===== src/pkg/codec_clk_cfg.svh =====
// Purpose: Constants for the codec clock mode control block.
// Assumes: 125 MHz system clock.
// Notes:   Times are kept in their own unit; cycle counts derive from them.
`ifndef CODEC_CLK_CFG_SVH
`define CODEC_CLK_CFG_SVH

`define CLK_FREQ_HZ        125000000
`define LOCK_FRAME_MS      160
`define LOCK_BIT_MS        4
`define LOCK_MCLK_MS       40
`define LOCK_FRAME_CYC     (`LOCK_FRAME_MS * (`CLK_FREQ_HZ / 1000))
`define LOCK_BIT_CYC       (`LOCK_BIT_MS * (`CLK_FREQ_HZ / 1000))
`define LOCK_MCLK_CYC      (`LOCK_MCLK_MS * (`CLK_FREQ_HZ / 1000))

`define REF_FRAME          4'h0
`define REF_BIT32          4'h2
`define REF_BIT64          4'h3
`define REF_MCLK_LO        4'h4
`define REF_MCLK_13M5      4'hc
`define REF_MCLK_27M       4'hd
`define REF_KIND_BIT       2

`define RATE_RESET         4'h0
`define REF_RESET          4'h0
`define DIV_RESET          2'h0
`define BCLK_RATIO_RESET   1'b0
`define MS_RESET           1'b0

`endif


===== src/pkg/codec_clk_pkg.sv =====
// Purpose: Types for the codec clock mode control block.
// Assumes: Used together with codec_clk_cfg.svh.
// Notes:   States are Gray coded along the normal path.
package codec_clk_pkg;

  typedef enum logic [1:0] {
    MODE_EXTERNAL_SLAVE = 2'h0,
    MODE_PLL_SLAVE   = 2'h1,
    MODE_PLL_MASTER  = 2'h3,
    MODE_UNSUPPORTED = 2'h2
  } clk_mode_type;

  typedef enum logic [1:0] {
    LOCK_OFF     = 2'h0,
    LOCK_WAIT    = 2'h1,
    LOCK_SETTLE  = 2'h3,
    LOCK_DONE    = 2'h2
  } lock_state_type;

  typedef struct packed {
    logic       pll_power_bit;
    logic       master_select;
    logic [3:0] pll_ref_select;
    logic [3:0] rate_select;
    logic [1:0] mclk_out_divider;
    logic       bitclk_ratio_select;
    logic       mclk_out_enable;
  } clk_ctrl_type;

  typedef struct packed {
    logic       ref_valid;
    logic       rate_valid;
    logic [1:0] ext_mclk_ratio;
  } clk_status_type;

endpackage


===== src/rtl/codec_clk_divider.sv =====
// Purpose: Divide the system clock into one-cycle enable pulses.
// Assumes: Single clock domain.
// Notes:   A zero divisor is treated as one so the pulse never stops.
`timescale 1ns/100ps
module codec_clk_divider #(
  parameter int WIDTH = 16
) (
  input  wire logic             clock_i,
  input  wire logic             rst_b_i,
  input  wire logic             run_i,
  input  wire logic [WIDTH-1:0] divisor_i,
  output logic                  tick_o
);

  logic [WIDTH-1:0] count;

  // Count down from one below the divisor and pulse at zero; stopped counters restart cleanly.
  always_ff @(posedge clock_i or negedge rst_b_i) begin
    if (!rst_b_i) begin
      count  <= '0;
      tick_o <= 1'b0;
    end else if (!run_i) begin
      count  <= '0;
      tick_o <= 1'b0;
    end else if (count == '0) begin
      count  <= (divisor_i == '0) ? '0 : divisor_i - WIDTH'(1);
      tick_o <= 1'b1;
    end else begin
      count  <= count - WIDTH'(1);
      tick_o <= 1'b0;
    end
  end

endmodule


===== src/rtl/codec_clock_mode_control.sv =====
// Purpose: Clock mode decode, PLL lock tracking and clock pin control for a codec.
// Assumes: Control bits arrive as plain ports synchronous to clock_i; reset is the
//          power-down pin. Generated clocks are modelled as enable-rate toggles.
// Notes:   Bit and frame clock pins are two signals each; enable high drives.
`include "codec_clk_cfg.svh"
`timescale 1ns/100ps

// Behaviour
// - Power and master bits decode into PLL master, PLL slave or external slave.
// - Power clear with master set is unsupported; enabled master clock output invalid.
// - Master select one means master, zero slave; reset default slave.
// - Device leaves reset as slave, becomes master only after host writes one.
// - Bit and frame clock pins stay undriven until master select is one.
// - PLL master drives frame clock at fs, bit clock at chosen ratio.
// - Master clock output enable zero holds master clock output low always.
// - PLL slave takes bit and frame clocks as inputs from outside.
// - Reference select decodes frame, bit or master clock; other codes invalid.
// - Lock within 160ms frame, 4ms bit, 40ms master clock reference.
// - Master clock reference: rate field picks one of twelve sampling rates.
// - Frame or bit reference: rate field ignores bit two, picks a range.
// - PLL master before first lock: bit and frame clocks driven low.
// - After lock the first frame may be irregular, regular after one period.
// - Rate change in master: host clears power so clocks go low.
// - Later unlock in master may leave all outputs invalid; locked frame is fs.
// - PLL slave unlocked: master clock output and converter data invalid.
// - Output divider selects 256, 128, 64 or 32 fs.
// - Ratio bit selects 32 fs when zero, 64 fs when one.
// - External slave: rate bits one-zero select 256, 1024 or 512 fs input.
// - Power-down pin low resets every control register to its initial value.
module codec_clock_mode_control
  import codec_clk_pkg::*;
#(
  parameter int LOCK_FRAME_CYCLES = `LOCK_FRAME_CYC,
  parameter int LOCK_BIT_CYCLES   = `LOCK_BIT_CYC,
  parameter int LOCK_MCLK_CYCLES  = `LOCK_MCLK_CYC,
  parameter int FS_DIV_WIDTH      = 16,
  parameter int FS_DIVISOR        = 1302
) (
  input  wire logic           clock_i,
  input  wire logic           rst_b_i,
  input  wire clk_ctrl_type   ctrl_i,
  output clk_mode_type        clk_mode_o,
  output clk_status_type      status_o,
  output logic                pll_locked_o,
  output logic                clocks_regular_o,
  output logic                data_invalid_o,
  output logic                mclk_out_invalid_o,
  output logic                mclk_in_used_o,
  output logic                mclk_out_o,
  output logic                bit_clock_pin_o,
  output logic                bit_clock_pin_oe_o,
  output logic                frame_clock_pin_o,
  output logic                frame_clock_pin_oe_o
);

  clk_ctrl_type   ctrl;
  clk_ctrl_type   ctrl_q;
  clk_mode_type   next_mode;
  lock_state_type lock_state;
  logic [31:0]    lock_count;
  logic [31:0]    lock_target;
  logic           ever_locked;
  logic           fs_tick;
  logic [7:0]     phase;
  logic [7:0]     next_phase;
  logic           ref_ok;
  logic           rate_ok;
  logic           pll_restart;
  logic           bit_tap;
  logic           mclk_tap;

  // Reference code decode: frame, bit or master clock; others invalid.
  function automatic logic ref_code_valid(input logic [3:0] code);
    case (code)
      `REF_FRAME, `REF_BIT32, `REF_BIT64:       ref_code_valid = 1'b1;
      4'h4, 4'h5, 4'h6, 4'h7:                   ref_code_valid = 1'b1;
      `REF_MCLK_13M5, `REF_MCLK_27M:            ref_code_valid = 1'b1;
      default:                                  ref_code_valid = 1'b0;
    endcase
  endfunction

  // Decode whether a rate code is legal for the reference kind in use.
  function automatic logic rate_code_valid(input logic mclk_ref, input logic [3:0] rate);
    if (mclk_ref) begin
      case (rate)
        4'h0, 4'h1, 4'h2, 4'h3, 4'h4, 4'h5, 4'h6, 4'h7: rate_code_valid = 1'b1;
        4'ha, 4'hb, 4'he, 4'hf:                         rate_code_valid = 1'b1;
        default:                                        rate_code_valid = 1'b0;
      endcase
    end else begin
      case ({rate[3], rate[1:0]})
        3'h0, 3'h1, 3'h2, 3'h3, 3'h6, 3'h7: rate_code_valid = 1'b1;
        default:                            rate_code_valid = 1'b0;
      endcase
    end
  endfunction

  assign ctrl = ctrl_i;

  always_comb begin
    case ({ctrl.pll_power_bit, ctrl.master_select})
      2'b11:   next_mode = MODE_PLL_MASTER;
      2'b10:   next_mode = MODE_PLL_SLAVE;
      2'b00:   next_mode = MODE_EXTERNAL_SLAVE;
      default: next_mode = MODE_UNSUPPORTED;
    endcase
  end

  assign ref_ok  = ref_code_valid(ctrl.pll_ref_select);
  assign rate_ok = rate_code_valid(ctrl.pll_ref_select[`REF_KIND_BIT], ctrl.rate_select);

  // Lock time picked by the reference kind; bit clock uses the shortest lock time.
  always_comb begin
    if (ctrl.pll_ref_select[`REF_KIND_BIT]) begin
      lock_target = 32'(LOCK_MCLK_CYCLES);
    end else if (ctrl.pll_ref_select[1]) begin
      lock_target = 32'(LOCK_BIT_CYCLES);
    end else begin
      lock_target = 32'(LOCK_FRAME_CYCLES);
    end
  end

  // Control copy held in reset values while power-down is low.
  always_ff @(posedge clock_i or negedge rst_b_i) begin
    if (!rst_b_i) begin
      ctrl_q <= '{pll_power_bit: 1'b0, master_select: `MS_RESET,
                  pll_ref_select: `REF_RESET, rate_select: `RATE_RESET,
                  mclk_out_divider: `DIV_RESET, bitclk_ratio_select: `BCLK_RATIO_RESET,
                  mclk_out_enable: 1'b0};
    end else begin
      ctrl_q <= ctrl;
    end
  end

  // A power-up edge or a rate change restarts lock acquisition.
  assign pll_restart = (ctrl.pll_power_bit && !ctrl_q.pll_power_bit) ||
                       (ctrl.pll_power_bit && (ctrl.rate_select != ctrl_q.rate_select)) ||
                       (ctrl.pll_power_bit && (ctrl.pll_ref_select != ctrl_q.pll_ref_select));

  // Lock tracker: counts the lock time, then waits one frame to settle.
  always_ff @(posedge clock_i or negedge rst_b_i) begin
    if (!rst_b_i) begin
      lock_state <= LOCK_OFF;
      lock_count <= '0;
    end else if (!ctrl.pll_power_bit || pll_restart) begin
      lock_state <= ctrl.pll_power_bit ? LOCK_WAIT : LOCK_OFF;
      lock_count <= '0;
    end else begin
      case (lock_state)
        LOCK_OFF: begin
          lock_state <= LOCK_WAIT;
          lock_count <= '0;
        end
        LOCK_WAIT: begin
          // Lock declared at the maximum lock time.
          if (lock_count + 32'h1 >= lock_target) begin
            lock_state <= LOCK_SETTLE;
          end
          lock_count <= lock_count + 32'h1;
        end
        LOCK_SETTLE: begin
          // One frame period before clocks count as regular.
          if (fs_tick && phase == 8'hff) begin
            lock_state <= LOCK_DONE;
          end
        end
        LOCK_DONE:   lock_state <= LOCK_DONE;
        default:     lock_state <= LOCK_OFF;
      endcase
    end
  end

  // Remember a first lock so a later unlock is known to be a loss, not a start.
  always_ff @(posedge clock_i or negedge rst_b_i) begin
    if (!rst_b_i) begin
      ever_locked <= 1'b0;
    end else if (!ctrl.pll_power_bit || pll_restart) begin
      ever_locked <= 1'b0;
    end else if (lock_state == LOCK_SETTLE) begin
      ever_locked <= 1'b1;
    end
  end

  // The phase tick stands in for a 256 fs master clock; real rates come from the PLL.
  codec_clk_divider #(
    .WIDTH     (FS_DIV_WIDTH)
  ) u_fs_div (
    .clock_i   (clock_i),
    .rst_b_i   (rst_b_i),
    .run_i     (lock_state == LOCK_SETTLE || lock_state == LOCK_DONE),
    .divisor_i (FS_DIV_WIDTH'(FS_DIVISOR)),
    .tick_o    (fs_tick)
  );

  assign next_phase = phase + 8'h1;

  // Phase counter: one wrap per frame, 256 ticks per sample.
  always_ff @(posedge clock_i or negedge rst_b_i) begin
    if (!rst_b_i) begin
      phase <= 8'h00;
    end else if (lock_state == LOCK_OFF || lock_state == LOCK_WAIT) begin
      phase <= 8'h00;
    end else if (fs_tick) begin
      phase <= next_phase;
    end
  end

  // Bit clock tap: 32 fs on bit 2, 64 fs on bit 1.
  assign bit_tap = ctrl.bitclk_ratio_select ? phase[1] : phase[2];

  // Master clock output tap per divider code.
  always_comb begin
    case (ctrl.mclk_out_divider)
      2'h0:    mclk_tap = fs_tick;
      2'h1:    mclk_tap = phase[0];
      2'h2:    mclk_tap = phase[1];
      2'h3:    mclk_tap = phase[2];
      default: mclk_tap = 1'b0;
    endcase
  end

  // Mode and status registers.
  always_ff @(posedge clock_i or negedge rst_b_i) begin
    if (!rst_b_i) begin
      clk_mode_o       <= MODE_EXTERNAL_SLAVE;
      status_o         <= '0;
      pll_locked_o     <= 1'b0;
      clocks_regular_o <= 1'b0;
      mclk_in_used_o   <= 1'b1;
    end else begin
      clk_mode_o <= next_mode;
      status_o.ref_valid  <= ref_ok;
      status_o.rate_valid <= ctrl.pll_power_bit ? rate_ok : 1'b1;
      // External slave input ratio; bits 3-2 ignored, 00 and 10 alike.
      status_o.ext_mclk_ratio <= (ctrl.rate_select[1:0] == 2'h2) ? 2'h0
                                                                 : ctrl.rate_select[1:0];
      pll_locked_o     <= (lock_state == LOCK_SETTLE) || (lock_state == LOCK_DONE);
      clocks_regular_o <= (lock_state == LOCK_DONE);
      // Frame or bit reference leaves the master clock input unused.
      mclk_in_used_o <= !ctrl.pll_power_bit || ctrl.pll_ref_select[`REF_KIND_BIT];
    end
  end

  // Slave unlocked: converter data and enabled master clock output invalid.
  always_ff @(posedge clock_i or negedge rst_b_i) begin
    if (!rst_b_i) begin
      data_invalid_o     <= 1'b0;
      mclk_out_invalid_o <= 1'b0;
    end else begin
      data_invalid_o <= ctrl.pll_power_bit && (lock_state != LOCK_DONE);
      // Unsupported mode flags an enabled master clock output invalid.
      mclk_out_invalid_o <= ctrl.mclk_out_enable &&
                            ((next_mode == MODE_UNSUPPORTED) ||
                             (ctrl.pll_power_bit && lock_state != LOCK_DONE));
    end
  end

  // Master clock output low whenever its enable is clear.
  always_ff @(posedge clock_i or negedge rst_b_i) begin
    if (!rst_b_i) begin
      mclk_out_o <= 1'b0;
    end else if (!ctrl.mclk_out_enable) begin
      mclk_out_o <= 1'b0;
    end else if (ctrl.pll_power_bit && ctrl.master_select) begin
      mclk_out_o <= mclk_tap;
    end else if (ctrl.pll_power_bit && ctrl.pll_ref_select[`REF_KIND_BIT]) begin
      mclk_out_o <= mclk_tap;
    end else begin
      mclk_out_o <= 1'b0;
    end
  end

  // Pins driven only while master select is one; otherwise left to pull resistors.
  always_ff @(posedge clock_i or negedge rst_b_i) begin
    if (!rst_b_i) begin
      // Reset leaves the device a slave with pins released.
      bit_clock_pin_oe_o   <= 1'b0;
      frame_clock_pin_oe_o <= 1'b0;
      bit_clock_pin_o      <= 1'b0;
      frame_clock_pin_o    <= 1'b0;
    end else if (!ctrl.master_select) begin
      // Slave until the host selects master.
      bit_clock_pin_oe_o   <= 1'b0;
      frame_clock_pin_oe_o <= 1'b0;
      bit_clock_pin_o      <= 1'b0;
      frame_clock_pin_o    <= 1'b0;
    end else begin
      bit_clock_pin_oe_o   <= 1'b1;
      frame_clock_pin_oe_o <= 1'b1;
      if (!ctrl.pll_power_bit || lock_state == LOCK_OFF || lock_state == LOCK_WAIT) begin
        bit_clock_pin_o   <= 1'b0;
        frame_clock_pin_o <= 1'b0;
      end else begin
        // Frame clock at fs, bit clock at chosen ratio.
        // Locked frame clock is exactly fs.
        bit_clock_pin_o   <= bit_tap;
        frame_clock_pin_o <= phase[7];
      end
    end
  end

endmodule


===== config.mk =====
export PLATFORM = sky130hd
export DESIGN_NAME = codec_clock_mode_control
export DESIGN_NICKNAME = d
export VERILOG_FILES = /design/src/pkg/codec_clk_pkg.sv /design/src/rtl/codec_clk_divider.sv /design/src/rtl/codec_clock_mode_control.sv
export VERILOG_INCLUDE_DIRS = /design/src /design/src/pkg
export SDC_FILE = /design/constraint.sdc
export NUM_CORES = 1
export LEC_CHECK = 0
export BUFFER_PORTS_ARGS = -buffer_cell sky130_fd_sc_hd__buf_2
export CAP_MARGIN = 20
export CORE_MARGIN = 3
export CORE_UTILIZATION = 60
export DETAILED_ROUTE_END_ITERATION = 7
export PLACE_DENSITY_LB_ADDON = 0.12
export REMOVE_ABC_BUFFERS = 1
export SLEW_MARGIN = 0
export SYNTH_ARGS = -nofsm -noshare
export SYNTH_HDL_FRONTEND = slang
export SYNTH_SLANG_ARGS = --single-unit

===== constraint.sdc =====
create_clock -name clock_i -period 3.5 [get_ports clock_i]
set_input_delay 0.35 -clock clock_i [delete_from_list [all_inputs] [get_ports clock_i]]
set_output_delay 0.35 -clock clock_i [all_outputs]
set_load 0.01 [all_outputs]

# ---- After elaboration in Yosys (flattened, before gate mapping)
# Memories as Yosys holds them, arrays and structs flattened. A register that Yosys moved wholly into a read port is not among the register bits.
# Index checks and enable logic that the tools add are counted.
dict set report classes {
  reduce_logical 29
  eq_ne 21
  muxes 30
  n_addsub 3
  n_lt_le_gt_ge 1
}
# cell count
set op_table {}
lappend op_table {{$pmux W32 S2} 1}
lappend op_table {{$mux W25} 2}
lappend op_table {{$add A32 B1 Y32 const B} 1}
lappend op_table {{$ge A32 B32 Y1} 1}
lappend op_table {{$mux W16} 2}
lappend op_table {{$mux W32} 1}
lappend op_table {{$eq A2 B2 Y1 const B} 8}
lappend op_table {{$logic_not A16 Y1} 1}
lappend op_table {{$mux W8} 2}
lappend op_table {{$sub A16 B1 Y16 const B} 1}
lappend op_table {{$mux W1} 15}
lappend op_table {{$logic_or A1 B1 Y1} 9}
lappend op_table {{$add A8 B1 Y8 const B} 1}
lappend op_table {{$eq A8 B8 Y1 const B} 1}
lappend op_table {{$logic_and A1 B1 Y1} 8}
lappend op_table {{$mux W2} 4}
lappend op_table {{$ne A4 B4 Y1} 2}
lappend op_table {{$pmux W2 S4} 1}
lappend op_table {{$eq A3 B2 Y1 const B} 2}
lappend op_table {{$eq A3 B3 Y1 const B} 2}
lappend op_table {{$logic_not A2 Y1} 3}
lappend op_table {{$ne A3 B3 Y1 const B} 2}
lappend op_table {{$pmux W2 S3} 1}
lappend op_table {{$reduce_or A6 Y1} 1}
lappend op_table {{9 further kinds} 12}
dict set report totals {
  romBits 32
  ff_bits 82
  word_cells 106
  mem_count 2
  inputBits 16
  output_inout_bits 16
}
# memory depth width read_ports rd_clocked_by_memory_dff write_ports line_no
set mem_list {}
lappend mem_list {{(name not given)} 16 1 1 0 0 codec_clock_mode_control.sv:85} ;# case (rate)
lappend mem_list {{(name not given)} 16 1 1 1 0 codec_clock_mode_control.sv:74} ;# case (code)

# ---- Logic depth before layout (Yosys ltp)
dict set report depth {
  word_depth 7
  ltp_mapped 14
  depth_no_buf 13
}

# ---- By module
# Synthesis repeated with hierarchy kept, for this count alone.
dict set report unflattened {
  hier_cells 517
  hier_area_um2 5066.1
}
# module seq_area_each_um2 cells_per_inst n_inst area_per_inst_um2
set modules_own_cells {}
lappend modules_own_cells {codec_clock_mode_control 1652.8 392 1 3761.1}
lappend modules_own_cells {codec_clk_divider 425.4 125 1 1305.0}

# ---- Worst setup path after synthesis
# OpenSTA, ideal clock, no wires.
dict set report synth_path {
  path_kind {flip-flop to flip-flop}
  start {reg lock_count[0]}
  end {reg lock_state[1]}
  setup_time_ps 143
  synth_period_minus_slack_ps 3011
  path_slack_ps 489
  path_stages_with_launch 13
  arrival_time_ps 2868
  path_buffers 1
  path_cell_list {dfrtp_1 -> ha_1 -> nand3_1 -> nor3_1 -> and3_1 -> buf_2 -> xor2_1 -> ha_1 -> a21o_1 -> a221oi_1 -> a21oi_1 -> o311ai_1 -> a41oi_2}
}
dict set report synth_via {
  elab_chain_len 4
}
# element line_no
set synth_lines {}
lappend synth_lines {{from (decl)} codec_clock_mode_control.sv:60} ;# logic [31:0] lock_count;
lappend synth_lines {{from (signal assigned)} codec_clock_mode_control.sv:159} ;# lock_count <= lock_count + 32'h1;
lappend synth_lines {{$add A32 B1 Y32} codec_clock_mode_control.sv:156} ;# if (lock_count + 32'h1 >= lock_target) begin
lappend synth_lines {{$ge A32 B32 Y1} codec_clock_mode_control.sv:156}
lappend synth_lines {{$ne A3 B3 Y1 (no source line)} -}
lappend synth_lines {{$reduce_and A2 Y1 (no source line)} -}
lappend synth_lines {{to (signal assigned)} codec_clock_mode_control.sv:146} ;# lock_state <= ctrl.pll_power_bit ? LOCK_WAIT : LOCK_OFF;
lappend synth_lines {{to (decl)} codec_clock_mode_control.sv:59} ;# lock_state_type lock_state;
# No other way between the ends.
# A chain may end at the register's enable or synchronous reset.

# ---- Worst setup path in the final report
# Same ends and word-level chain as after synthesis.

==> metrics.txt <==
most frequent cells in the layout=dfrtp_1, nor2_1, o21ai_0, buf_2, nand2_1; status=finished, final reports clean; CTS tree=built; Max-Slew Margin vs Limit=between 50% and 60%; ant diodes=0; Post-Route WL=~9600 µm; first-pass GRT wire length=between 15000 and 20000 µm; share of post-route cells with drive strength above 1=between 10% and 20%; Slew @ Worst Pin=around 0.66 ns; final period utilization=between 80 and 90%; crit path capture type=flip-flop; Net Sw Frac=a little under a quarter; clk buf depth=2; Setup TNS=0 ns; FILL cells=542; Core Region=approximately 7300 µm²; largest net degree at the start of global routing=84; Clock Sink Count=83; Placed Area=~4800 µm²; Multi-input gate area=around 2300 µm²; register clock-pin slew on the reported worst setup and hold paths=about 0.090 ns; FFs w/ async S/R, synth=100%; GRT Util Overall=between 20% and 30%; Crit Path Category=flip-flop to flip-flop; Pleak=2.40 nW; row cnt=31; Syn. warnings=0; Die Y=93.3 µm; number of global-route vias before repair=between 3000 and 4000; unrepaired setup endpoints after global routing=no; Comb power frac=between 4 and 5%; maximum clock frequency=roughly 0.32 GHz; Routed Antenna Nets=0; vias per inst=6.05; Worst Setup Start Kind=flip-flop; clk_lat worst skew=0.36 ns; HP Class=primary input to flip-flop; Internal=around 1.4 mW; RD Place Congestion=about 0.89; WL/cell=16.2 µm; number of synthesized flops with an enable pin=0; Yosys reg bits=83; Port Buf Inserts=31; Vias=between 3000 and 4000; Area growth, synth to finish=10.7%; clock skew=0.0130 ns; Slew Viols, Final=0; Final min period=between 3 and 4 ns; sequential cell area=between 2000 and 2500 µm²; sequential share of power=around 52%; Unique masters post-synth=between 60 and 70; Critical Path RT=between 3 and 4 ns; Cells after Synth=~460; crit path max fanout=7; Net Sw Power=approximately 430 µW; chip width=around 93 µm; H-tree levels=3; area fraction of the dominant cell type after synthesis=~45%; placed cells=around 570; Final Non-Filler Cells=591; DRC=0; Util after Layout=roughly 69%; sequential cell area fraction in the yosys report=a little under half; Net count, final=about 520; Arrival @ worst endpoint=between 3 and 4 ns; post-synthesis cell area=approximately 4600 µm²; initial core utilization=62.4%; Mapped Avg Cell Area=9.92 µm²; Area contributors post-synth=dfrtp_1, ha_1, xnor2_1; total die area=8700 µm²; IO Pins=32; Final Setup Violations=0; maxcap violations=0; post-CTS setup buffers=0; PwrDens=between 300 and 400 nW/µm²; CTS root buffer=clkbuf_8; worst vdd ir=~0.26 mV; drt first pass iters=5; clock network fraction of design power=around 43%; Most used DFF post-synth=dfrtp_1; initial antenna violation count=0; DRT iter0 DRCs=roughly 170; fin area=between 5000 and 6000 µm²; Num CTS Buffers=9; Final Power=approximately 1.9 mW; Synth area leader=dfrtp_1; Congestion Overflow GR=0; commonest non-fill, non-tap cell in the layout=dfrtp_1; Final Hold Viols=0; placed wire-length estimate=about 6700 µm
[path summary, 6_finish.rpt]
kind | startpoint | to | slack, ns | cells past startpoint
min in group asynchronous | rst_b_i | ctrl_q[8] | 0.35 | 2
setup reg to reg | lock_count[0] | lock_state[1] | 0.38 | 11
max in group asynchronous | rst_b_i | mclk_in_used_o | 2.56 | 3
hold reg to reg | lock_state[0] | clocks_regular_o | 0.53 | 1
hold / removal | ctrl_i[6] | ctrl_q[6] | 0.13 | 1
setup / recovery | lock_count[0] | lock_state[1] | 0.38 | 11
[power groups by stage]
| stage | Sequential [mW] | Combinational [mW] | Clock (mW) |
|---|---|---|---|
| floorplan | 0.998 | 0.0288 | 0 |
| global placement | 0.994 | 0.0821 | 0 |
| detailed placement | 0.994 | 0.0850 | 0 |
| CTS | 0.975 | 0.0854 | 0.815 |
| global route | 0.976 | 0.0986 | 0.852 |
| finish | 0.975 | 0.0881 | 0.804 |
[Yosys cell counts, types with 5 or more instances]
| master | n |
|---|---|
| nor2b_1 | 8 |
| o41ai_1 | 5 |
| nand3_1 | 17 |
| nor2_1 | 44 |
| nor3_1 | 12 |
| xor2_1 | 21 |
| ha_1 | 20 |
| nand2_1 | 28 |
| a21oi_1 | 16 |
| o31ai_1 | 14 |
| and3_1 | 8 |
| buf_2 | 5 |
| nand4_1 | 12 |
| xnor2_1 | 26 |
| nor4_1 | 9 |
| a21o_1 | 5 |
| inv_1 | 14 |
| clkbuf_1 | 16 |
| o21ai_0 | 31 |
| dfrtp_1 | 82 |
| a32o_1 | 8 |
[layout make-up]
type / count / share of cell area (%)
Clock buffer: 10 / 2.72
Inverter: 14 / 1.04
Timing Repair Buffer: 39 / 4.75
Clock inverter: 6 / 1.90
Multi-Input combinational cell: 340 / 46.1
Tap cell: 99 / 2.45
Sequential cell: 83 / 41.1
[registers in the layout, summed over array words and instances (netlist names), 2 cells and up]
signal,flops
lock_count,32
status_o,4
clk_mode_o,2
lock_state,2
u_fs_div.count,16
phase,8
ctrl_q,9
[per-layer routing]
layer | wire length [µm] | vias up | global-route usage [%]
met1 | 4580 | 1736 | 33.6
met4 | 126 | 0 | 8.18
met2 | 4370 | 102 | 36.6
li1 | - | 1724 | -
met5 | 0 | - | 0
met3 | 508 | 15 | 5.47
[critical path: stages, from the launching register on]
cell and delay, ns:
dfrtp_1 0.45, ha_1 0.27, nand3_1 0.24, nor3_1 0.25, and3_1 0.30, xor2_1 0.18
ha_1 0.28, a21o_1 0.19, a221oi_1 0.28, a21oi_1 0.10, o311ai_1 0.29, a41oi_2 0.15
[logic make-up (layout without fill, tap and decap cells)]
kind of cell	count (synthesis)	count (layout)	synth area share [%]
fa+ha+maj	20	20	5.47
simple gates	168	168	20.3
compound gates	100	100	14.9
buf+inv	38	69	3.50
flops	83	83	45.5
mux	5	5	1.40
xor+xnor	47	47	9.00
[stage by stage]
stage	worst slack [ns]	hold WS, ns
6_report	0.384	0.127
3_5_place_dp	0.456	0.495
5_1_grt	0.0153	0.108
4_1_cts	0.421	0.111
2_1_floorplan	0.514	0.0544
3_3_place_gp	0.555	0.485
[timing repair]
item / CTS / global route
hold buffers: 0 / 1
hold endpoints to repair: 0 / 7
gates resized for setup: 0 / 0
setup endpoints to repair: 0 / 0
Note: power is estimated with default switching activity, not from simulation.
